[src/lusr_map.vh]
// Purpose: Register map, field positions and reset values for the
//          line unit status and pulse shape register slice.
// Assumes: AXI4-Lite with 32-bit data, one register per aligned word.
// Notes:   Byte address is four times the register index.
`ifndef LUSR_MAP_VH
`define LUSR_MAP_VH

`define LUSR_ADDR_W 16
`define LUSR_IDX_STATUS 14'h0f06
`define LUSR_IDX_CABLE 14'h0f07
`define LUSR_IDX_SEG1 14'h0f08
`define LUSR_IDX_SEG2 14'h0f09
`define LUSR_IDX_MASK 14'h0f10
`define LUSR_IDX_CTRL 14'h0f11
`define LUSR_IDX_LIVE 14'h0f12

`define LUSR_BIT_PAT 0
`define LUSR_BIT_LOS 1
`define LUSR_BIT_UNUSED 2
`define LUSR_BIT_LOOP 3

`define LUSR_CTRL_RAIL 0
`define LUSR_CTRL_EQ_LO 1
`define LUSR_CTRL_EQ_HI 5

`define LUSR_RST_SEG 7'h00
`define LUSR_RST_MASK 8'h00
`define LUSR_RST_CABLE 6'h00
`define LUSR_RST_EQ 5'h00
`define LUSR_EQ_ARB_CODE 5'h1f

`define LUSR_RESP_OKAY 2'h0
`define LUSR_RESP_SLVERR 2'h2

`endif

[src/lusr_change_flag.v]
// Purpose: One sticky change-of-state flag.
// Assumes: Live input synchronous to core_clk.
// Notes:   Set wins over any clear in the same cycle.
`timescale 1ns/10ps
`default_nettype none
module lusr_change_flag (
    // Clock and reset
    input wire core_clk,
    input wire sys_rst,
    input wire clk_en,
    // Control
    input wire live,
    input wire arm,
    input wire rd_clr,
    input wire wr_clr,
    // Result
    output reg flag_reg
);
    reg prev_reg;
    wire changed;
    wire flag_next;

    // Previous value tracks even when disarmed, so arming raises nothing stale
    assign changed = arm & (live ^ prev_reg);
    assign flag_next = changed | (flag_reg & ~(rd_clr | wr_clr));

    always @(posedge core_clk) begin
        if (sys_rst) begin
            prev_reg <= 1'b0;
            flag_reg <= 1'b0;
        end else if (clk_en) begin
            prev_reg <= live;
            flag_reg <= flag_next;
        end
    end
endmodule // lusr_change_flag
`default_nettype wire

[src/lusr_axil_slave.v]
// Purpose: AXI4-Lite slave front end producing register strobes.
// Assumes: One outstanding write and one outstanding read.
// Notes:   Write answers one edge after both halves are held.
`timescale 1ns/10ps
`default_nettype none
`include "lusr_map.vh"
module lusr_axil_slave (
    // Clock and reset
    input wire core_clk,
    input wire sys_rst,
    input wire clk_en,
    // AXI4-Lite write
    input wire [15:0] s_axi_awaddr,
    input wire s_axi_awvalid,
    output wire s_axi_awready,
    input wire [31:0] s_axi_wdata,
    input wire [3:0] s_axi_wstrb,
    input wire s_axi_wvalid,
    output wire s_axi_wready,
    output reg [1:0] s_axi_bresp,
    output reg s_axi_bvalid,
    input wire s_axi_bready,
    // AXI4-Lite read
    input wire [15:0] s_axi_araddr,
    input wire s_axi_arvalid,
    output wire s_axi_arready,
    output reg [31:0] s_axi_rdata,
    output reg [1:0] s_axi_rresp,
    output reg s_axi_rvalid,
    input wire s_axi_rready,
    // Register side
    output wire wr_stb,
    output reg [15:0] wr_addr,
    output reg [7:0] wr_data,
    output reg wr_lane,
    input wire wr_hit,
    output wire rd_stb,
    output wire [15:0] rd_addr,
    input wire [7:0] rd_data,
    input wire rd_hit
);
    reg aw_full;
    reg w_full;

    assign s_axi_awready = clk_en & ~aw_full & ~s_axi_bvalid;
    assign s_axi_wready = clk_en & ~w_full & ~s_axi_bvalid;
    assign s_axi_arready = clk_en & ~s_axi_rvalid;
    assign wr_stb = clk_en & aw_full & w_full & ~s_axi_bvalid;
    assign rd_stb = s_axi_arvalid & s_axi_arready;
    assign rd_addr = s_axi_araddr;

    always @(posedge core_clk) begin
        if (sys_rst) begin
            aw_full <= 1'b0;
            w_full <= 1'b0;
            wr_addr <= 16'h0000;
            wr_data <= 8'h00;
            wr_lane <= 1'b0;
            s_axi_bvalid <= 1'b0;
            s_axi_bresp <= `LUSR_RESP_OKAY;
            s_axi_rvalid <= 1'b0;
            s_axi_rdata <= 32'h00000000;
            s_axi_rresp <= `LUSR_RESP_OKAY;
        end else if (clk_en) begin
            if (s_axi_awvalid & s_axi_awready) begin
                aw_full <= 1'b1;
                wr_addr <= s_axi_awaddr;
            end
            if (s_axi_wvalid & s_axi_wready) begin
                w_full <= 1'b1;
                wr_data <= s_axi_wdata[7:0];
                wr_lane <= s_axi_wstrb[0];
            end
            if (wr_stb) begin
                aw_full <= 1'b0;
                w_full <= 1'b0;
                s_axi_bvalid <= 1'b1;
                s_axi_bresp <= wr_hit ? `LUSR_RESP_OKAY : `LUSR_RESP_SLVERR;
            end else if (s_axi_bready) begin
                s_axi_bvalid <= 1'b0;
            end
            if (rd_stb) begin
                s_axi_rvalid <= 1'b1;
                s_axi_rdata <= {24'h000000, rd_data};
                s_axi_rresp <= rd_hit ? `LUSR_RESP_OKAY : `LUSR_RESP_SLVERR;
            end else if (s_axi_rready) begin
                s_axi_rvalid <= 1'b0;
            end
        end
    end
endmodule // lusr_axil_slave
`default_nettype wire

[src/lusr_regs.v]
// Purpose: Line unit change flags, cable loss readout and first two
//          arbitrary pulse segments, reached over AXI4-Lite.
// Assumes: Live status inputs synchronous to core_clk.
// Notes:   Status reads clear flags; writing ones clears them too.
`timescale 1ns/10ps
`default_nettype none
`include "lusr_map.vh"
module lusr_regs (
    // Clock, reset, enable
    input wire core_clk,
    input wire sys_rst,
    input wire clk_en,
    // AXI4-Lite write
    input wire [15:0] s_axi_awaddr,
    input wire s_axi_awvalid,
    output wire s_axi_awready,
    input wire [31:0] s_axi_wdata,
    input wire [3:0] s_axi_wstrb,
    input wire s_axi_wvalid,
    output wire s_axi_wready,
    output wire [1:0] s_axi_bresp,
    output wire s_axi_bvalid,
    input wire s_axi_bready,
    // AXI4-Lite read
    input wire [15:0] s_axi_araddr,
    input wire s_axi_arvalid,
    output wire s_axi_arready,
    output wire [31:0] s_axi_rdata,
    output wire [1:0] s_axi_rresp,
    output wire s_axi_rvalid,
    input wire s_axi_rready,
    // Live line status
    input wire loop_code_detect_state,
    input wire signal_loss_state,
    input wire pattern_lock_state,
    input wire [5:0] cable_attenuation_code,
    // Transmit pulse shaping
    output reg arb_mode_active,
    output reg [7:0] pulse_amplitude_first,
    output reg [7:0] pulse_amplitude_second,
    output reg [4:0] equalizer_select_field,
    output reg single_rail_sel,
    // Interrupt
    output wire irq
);
    localparam [2:0] SEL_NONE = 3'd0;
    localparam [2:0] SEL_STATUS = 3'd1;
    localparam [2:0] SEL_CABLE = 3'd2;
    localparam [2:0] SEL_SEG1 = 3'd3;
    localparam [2:0] SEL_SEG2 = 3'd4;
    localparam [2:0] SEL_MASK = 3'd5;
    localparam [2:0] SEL_CTRL = 3'd6;
    localparam [2:0] SEL_LIVE = 3'd7;

    // Word-aligned decode; misaligned addresses miss
    function [2:0] reg_sel;
        input [15:0] a;
        begin
            if (a[1:0] != 2'b00) begin
                reg_sel = SEL_NONE;
            end else begin
                case (a[15:2])
                    `LUSR_IDX_STATUS: reg_sel = SEL_STATUS;
                    `LUSR_IDX_CABLE: reg_sel = SEL_CABLE;
                    `LUSR_IDX_SEG1: reg_sel = SEL_SEG1;
                    `LUSR_IDX_SEG2: reg_sel = SEL_SEG2;
                    `LUSR_IDX_MASK: reg_sel = SEL_MASK;
                    `LUSR_IDX_CTRL: reg_sel = SEL_CTRL;
                    `LUSR_IDX_LIVE: reg_sel = SEL_LIVE;
                    default: reg_sel = SEL_NONE;
                endcase
            end
        end
    endfunction

    // Signed magnitude to two's complement for the pulse DAC
    function [7:0] sm_to_twos;
        input [6:0] sm;
        reg [7:0] mag;
        begin
            mag = {2'b00, sm[5:0]};
            if (sm[6]) begin
                sm_to_twos = 8'h00 - mag;
            end else begin
                sm_to_twos = mag;
            end
        end
    endfunction

    // Bus front end
    wire wr_stb;
    wire [15:0] wr_addr;
    wire [7:0] wr_data;
    wire wr_lane;
    wire wr_hit;
    wire rd_stb;
    wire [15:0] rd_addr;
    reg [7:0] rd_data;
    wire rd_hit;
    wire [2:0] wr_sel;
    wire [2:0] rd_sel;

    // Register storage
    reg [6:0] seg_first_reg;
    reg [6:0] seg_second_reg;
    reg [7:0] mask_reg;
    reg [4:0] eq_sel_reg;
    reg rail_reg;
    reg [5:0] cable_reg;
    reg [2:0] live_reg;

    // Change flags
    wire loop_code_change_flag;
    wire signal_loss_change_flag;
    wire pattern_lock_change_flag;
    wire status_rd_clr;
    wire [7:0] status_wr_clr;
    wire [7:0] status_word;
    wire [7:0] live_word;
    wire arb_next;

    lusr_axil_slave u_bus (
        .core_clk(core_clk),
        .sys_rst(sys_rst),
        .clk_en(clk_en),
        .s_axi_awaddr(s_axi_awaddr),
        .s_axi_awvalid(s_axi_awvalid),
        .s_axi_awready(s_axi_awready),
        .s_axi_wdata(s_axi_wdata),
        .s_axi_wstrb(s_axi_wstrb),
        .s_axi_wvalid(s_axi_wvalid),
        .s_axi_wready(s_axi_wready),
        .s_axi_bresp(s_axi_bresp),
        .s_axi_bvalid(s_axi_bvalid),
        .s_axi_bready(s_axi_bready),
        .s_axi_araddr(s_axi_araddr),
        .s_axi_arvalid(s_axi_arvalid),
        .s_axi_arready(s_axi_arready),
        .s_axi_rdata(s_axi_rdata),
        .s_axi_rresp(s_axi_rresp),
        .s_axi_rvalid(s_axi_rvalid),
        .s_axi_rready(s_axi_rready),
        .wr_stb(wr_stb),
        .wr_addr(wr_addr),
        .wr_data(wr_data),
        .wr_lane(wr_lane),
        .wr_hit(wr_hit),
        .rd_stb(rd_stb),
        .rd_addr(rd_addr),
        .rd_data(rd_data),
        .rd_hit(rd_hit)
    );

    assign wr_sel = reg_sel(wr_addr);
    assign rd_sel = reg_sel(rd_addr);
    assign wr_hit = (wr_sel != SEL_NONE);
    assign rd_hit = (rd_sel != SEL_NONE);

    // Read of the status word clears it; bus stalls are already in rd_stb
    assign status_rd_clr = rd_stb & (rd_sel == SEL_STATUS);
    assign status_wr_clr = (wr_stb & wr_lane & (wr_sel == SEL_STATUS)) ?
        wr_data : 8'h00;

    lusr_change_flag u_loop_flag (
        .core_clk(core_clk),
        .sys_rst(sys_rst),
        .clk_en(clk_en),
        .live(loop_code_detect_state),
        .arm(rail_reg),
        .rd_clr(status_rd_clr),
        .wr_clr(status_wr_clr[`LUSR_BIT_LOOP]),
        .flag_reg(loop_code_change_flag)
    );

    lusr_change_flag u_los_flag (
        .core_clk(core_clk),
        .sys_rst(sys_rst),
        .clk_en(clk_en),
        .live(signal_loss_state),
        .arm(rail_reg),
        .rd_clr(status_rd_clr),
        .wr_clr(status_wr_clr[`LUSR_BIT_LOS]),
        .flag_reg(signal_loss_change_flag)
    );

    lusr_change_flag u_pat_flag (
        .core_clk(core_clk),
        .sys_rst(sys_rst),
        .clk_en(clk_en),
        .live(pattern_lock_state),
        .arm(rail_reg),
        .rd_clr(status_rd_clr),
        .wr_clr(status_wr_clr[`LUSR_BIT_PAT]),
        .flag_reg(pattern_lock_change_flag)
    );

    // Unused bit 2 is tied low
    assign status_word = {
        4'h0,
        loop_code_change_flag,
        1'b0,
        signal_loss_change_flag,
        pattern_lock_change_flag
    };

    assign live_word = {4'h0, live_reg[2], 1'b0, live_reg[1], live_reg[0]};

    // Enable bits share the status layout; only the flag bits exist
    // Held off until the framer copy of the rail select agrees
    assign irq = single_rail_sel & rail_reg & |(status_word & mask_reg);

    // Readback mux
    always @* begin
        case (rd_sel)
            SEL_STATUS: rd_data = status_word;
            SEL_CABLE: rd_data = {2'b00, cable_reg};
            SEL_SEG1: rd_data = {1'b0, seg_first_reg};
            SEL_SEG2: rd_data = {1'b0, seg_second_reg};
            SEL_MASK: rd_data = mask_reg;
            SEL_CTRL: rd_data = {2'b00, eq_sel_reg, rail_reg};
            SEL_LIVE: rd_data = live_word;
            default: rd_data = 8'h00;
        endcase
    end

    // Software-written registers
    always @(posedge core_clk) begin
        if (sys_rst) begin
            seg_first_reg <= `LUSR_RST_SEG;
            seg_second_reg <= `LUSR_RST_SEG;
            mask_reg <= `LUSR_RST_MASK;
            eq_sel_reg <= `LUSR_RST_EQ;
            rail_reg <= 1'b0;
        end else if (clk_en && wr_stb && wr_lane) begin
            case (wr_sel)
                SEL_SEG1: begin
                    seg_first_reg <= wr_data[6:0];
                end
                SEL_SEG2: begin
                    seg_second_reg <= wr_data[6:0];
                end
                SEL_MASK: begin
                    mask_reg <= wr_data & status_mask(1'b0);
                end
                SEL_CTRL: begin
                    eq_sel_reg <= wr_data[`LUSR_CTRL_EQ_HI:`LUSR_CTRL_EQ_LO];
                    rail_reg <= wr_data[`LUSR_CTRL_RAIL];
                end
                default: begin
                    rail_reg <= rail_reg;
                end
            endcase
        end
    end

    // Only the implemented flag positions can be enabled
    function [7:0] status_mask;
        input dummy;
        begin
            status_mask = 8'h00;
            status_mask[`LUSR_BIT_LOOP] = 1'b1;
            status_mask[`LUSR_BIT_LOS] = 1'b1;
            status_mask[`LUSR_BIT_PAT] = 1'b1;
        end
    endfunction

    // Hardware-fed readouts
    always @(posedge core_clk) begin
        if (sys_rst) begin
            cable_reg <= `LUSR_RST_CABLE;
            live_reg <= 3'b000;
        end else if (clk_en) begin
            cable_reg <= cable_attenuation_code;
            // Live status only meaningful in single-rail mode
            if (rail_reg) begin
                live_reg <= {loop_code_detect_state, signal_loss_state,
                    pattern_lock_state};
            end else begin
                live_reg <= 3'b000;
            end
        end
    end

    // Pulse shaping outputs follow the segments only in arbitrary mode
    assign arb_next = (eq_sel_reg == `LUSR_EQ_ARB_CODE);

    always @(posedge core_clk) begin
        if (sys_rst) begin
            arb_mode_active <= 1'b0;
            pulse_amplitude_first <= 8'h00;
            pulse_amplitude_second <= 8'h00;
            equalizer_select_field <= `LUSR_RST_EQ;
            single_rail_sel <= 1'b0;
        end else if (clk_en) begin
            arb_mode_active <= arb_next;
            equalizer_select_field <= eq_sel_reg;
            single_rail_sel <= rail_reg;
            if (arb_next) begin
                pulse_amplitude_first <= sm_to_twos(seg_first_reg);
                pulse_amplitude_second <= sm_to_twos(seg_second_reg);
            end else begin
                pulse_amplitude_first <= 8'h00;
                pulse_amplitude_second <= 8'h00;
            end
        end
    end
endmodule // lusr_regs
`default_nettype wire

[config.mk]
export PLATFORM = sky130hd
export DESIGN_NAME = lusr_regs
export DESIGN_NICKNAME = d
export VERILOG_FILES = /design/src/lusr_change_flag.v /design/src/lusr_axil_slave.v /design/src/lusr_regs.v
export VERILOG_INCLUDE_DIRS = /design/src /design/src/src
export SDC_FILE = /design/constraint.sdc
export NUM_CORES = 1
export LEC_CHECK = 0
export BUFFER_PORTS_ARGS = -buffer_cell sky130_fd_sc_hd__buf_2
export CAP_MARGIN = 15
export CORE_ASPECT_RATIO = 1.75
export CORE_MARGIN = 5
export CORE_UTILIZATION = 25
export CTS_CLUSTER_DIAMETER = 40
export DETAILED_ROUTE_END_ITERATION = 10
export GPL_TIMING_DRIVEN = 1
export SLEW_MARGIN = 20
export SYNTH_ARGS = -nofsm -noshare
export SYNTH_HDL_FRONTEND = slang
export SYNTH_SLANG_ARGS = --single-unit
[constraint.sdc]
create_clock -name core_clk -period 1.94 [get_ports core_clk]
set_input_delay 0.194 -clock core_clk [delete_from_list [all_inputs] [get_ports core_clk]]
set_output_delay 0.194 -clock core_clk [all_outputs]
set_load 0.02 [all_outputs]
==> results.toml <==
[worst_setup_path]
timing.reg2reg.worst_path_depth = 5
worstSetupEndpointType = "flip-flop"
r2r-start = "u_bus.wr_addr[15]$_SDFFE_PP0P_"
criticalPathCategory = "reg2reg"
critPathLaunch = "u_bus.wr_addr[15]$_SDFFE_PP0P_"
critical_path.startpoint_type = "flip-flop"
cp_data_arrival_time_ns = 2.39
timing.rr.end = "eq_sel_reg[0]$_SDFFE_PP0P_"
termination_of_the_worst_setup_path = "eq_sel_reg[0]$_SDFFE_PP0P_"
critical_path_peak_fanout = 6
cp.required_ns = 2.20
worst_reg_to_reg_setup_slack_ns = -0.18

[drt]
drt_pre_antenna_iters = 4
first_iter_violations = 178
num_vias = 4341
vias_per_cell = 4.628
ant_nets = 0
routed_wirelength_um = 14010
drt_drc_violations_left = 0
wire_per_inst_um = 14.93

[sta]
timing_max_transition_violations_final = 0
final.min_clock_period_ns = 2.122
worst_hold_slack_ns = 0.07652
fmax_ghz = 0.4712
setup_slack_ns = -0.1824
unrepaired_setup_endpoints_after_global_routing = "true"
final-setup-viol-count = 23
timing.max_slew.rel_slack_pct = 52.72
tightest_slew_ns = 0.7084
timing.clock.skew_ns = 0.01056
hold_viol_final = 0
min_period_over_period_pct = 109.4

[clocking]
clkLatencyLatePin_ns = 0.35
holdBufCountCts = 0
tritoncts = "yes"
clock_root_buffer = "clkbuf_16"
tritoncts_num_sinks = 96
htree_num_levels = 3
clkSlewWorstSetupHoldPaths_ns = 0.07
cts_max_path_buffers = 2
cts_buffers = 9

[logic_synthesis]
asyncSetResetFlopFracSynth_pct = 0
synth_warnings = 0
synth_edf_count = 0
postSynthRegisterBits = 96
synth.cell_area_sq_um = 4878
synthCells = 571
ys_types = 66
yosys_most_used_dff = "dfxtp_1"
synth-seq-area-share_pct = 39.39
postSynthAreaPerCell_sq_um = 8.544

[floorplan]
start_util_pct = 25.41
die_width_um = 115.6
std_cell_rows = 67
num_io_pins = 150
chipHeight_um = 194.8
floorplan_die_area_sq_um = 22520
core_area_sq_um = 19200

[power_and_ir_drop]
post-layout-total-power_mw = 4.131
ir_worst_vdd_uv = 350.0
static-leakage-power_nw = 2.565
power.density_nw_per_um2 = 675.6

[run_status]
run_status = "complete, but fails checks"
failed_checks = "setup timing"

[finish]
registers.top_by_ff_count = "u_bus.wr_addr"
largest_register_ffs = 16
areaGrowthSynthToFinish_pct = 25.34
post_route_cells_drive_above_1_share_pct = 27.55
diodes = 0
finish.instance_area_sq_um = 6115
final_util_pct = 31.85
finish.net_count = 780

[global_route]
grt_first_pass_wirelength_um = 21870
overflow = 0
grt_antenna_before_repair = 0
global_route.usage.total_pct = 12.34
pin_count_of_the_biggest_net_entering_global_routing = 71
grt_pass1_vias = 4214

[placement]
routability_congestion_estimate = 0.8103
preCtsSetupSlack_ns = -0.1880
placed_cell_area_sq_um = 5803
dp_hpwl_um = 10930
port-buffer-count = 94

[hold_path]
worstHoldPathType = "in2reg"

[flow_run]
max_cap_viol_count = 0
==> worst min-delay path by stage <==
stage,startpoint,depth (start not counted),end,slack (ns)
2_1_floorplan,s_axi_awaddr[14],2,u_bus.wr_addr[14]$_SDFFE_PP0P_,0.33
3_3_place_gp,cable_attenuation_code[5],3,cable_reg[5]$_SDFFE_PP0P_,0.43
3_5_place_dp,cable_attenuation_code[5],3,cable_reg[5]$_SDFFE_PP0P_,0.44
4_1_cts,s_axi_awaddr[6],3,u_bus.wr_addr[6]$_SDFFE_PP0P_,0.07
5_1_grt,s_axi_awaddr[6],3,u_bus.wr_addr[6]$_SDFFE_PP0P_,0.08
6_report,s_axi_awaddr[6],3,u_bus.wr_addr[6]$_SDFFE_PP0P_,0.08
==> where the power goes <==
group	switching, mW	internal [mW]
clock	0.790	0.875
combinational	0.258	0.164
sequential	0.0321	2.01
total	1.08	3.05
==> kinds of logic after synthesis <==
family	synth area share [%]
compound gates	16.00
xor+xnor	1.975
fa+ha+maj	0.5129
buf+inv	7.746
flops	39.39
mux	9.900
other cells	0.07687
simple gates	24.39
==> layer usage <==
layer,share of wire [%],global-route usage [%],vias to the layer above
li1,-,-,2221
met1,36,12.47,1978
met2,55,23.58,114
met3,5.3,2.365,28
met4,3.0,5.570,0
met5,0,0,-
==> synthesized netlist by cell type, drive strengths merged (11+ instances only) <==
cell type	count	area, sq um
nand2	101	379.1
dfxtp	96	1922
a21oi	47	242.7
nor2	43	161.4
mux2i	37	370.4
buf	36	257.8
clkbuf	23	86.33
o21ai	13	68.82
a22oi	12	90.09
nand3	12	60.06
nand2b	11	68.82
==> timing repair <==
item | CTS | global route
resized for setup | 6 | 0
pin swaps | 2 | 0
buffers inserted | 2 | 1
endpoints found under the setup margin | 26 | 26
cloned | 0 | 0
==> area by class of cell <==
type | count | area, sq um
fillers | 2041 | 13080
multi-input cells | 433 | 2705
flip-flops and latches | 96 | 1923
repair buffers | 144 | 882.1
well taps | 241 | 301.5
clock buffers | 10 | 229.0
clock inverters | 5 | 40.04
inverters | 9 | 33.78
==> worst max-delay path: stages, from the launching register on <==
cell and delay [ns]:
dfxtp_1 0.31, or4_4 0.54, nor4_4 0.25, o21ai_2 0.11, or4_4 0.63, mux2i_1 0.20
==> cell usage in the layout, fill, tap and decap left out, types with 4 or more instances in the layout <==
cell type  count
nand2_1      101
dfxtp_1       95
buf_2         94
a21oi_1       45
buf_4         45
nor2_1        43
mux2i_1       37
conb_1        27
nand3_1       12
a22oi_1       12
nand2b_1      11
o21ai_0       10
and2_1         9
nand4_1        9
clkbuf_16      9
inv_1          8
mux2_2         7
xor2_1         6
or4_4          5
o31ai_1        5
xnor2_1        5
a222oi_1       4
nor2b_1        4
nand3b_1       4
nor3_1         4
o211ai_1       4
nor4b_1        4
o22ai_1        4
==> stage by stage <==
stage | std cells | setup TNS, ns
after floorplan | 597 | -2.437
after global placement | 920 | -3.531
after detailed placement | 920 | -4.214
after CTS | 937 | -2.882
after global routing | 938 | -4.496
final | 938 | -2.558
(Power assumes the default switching activity.)
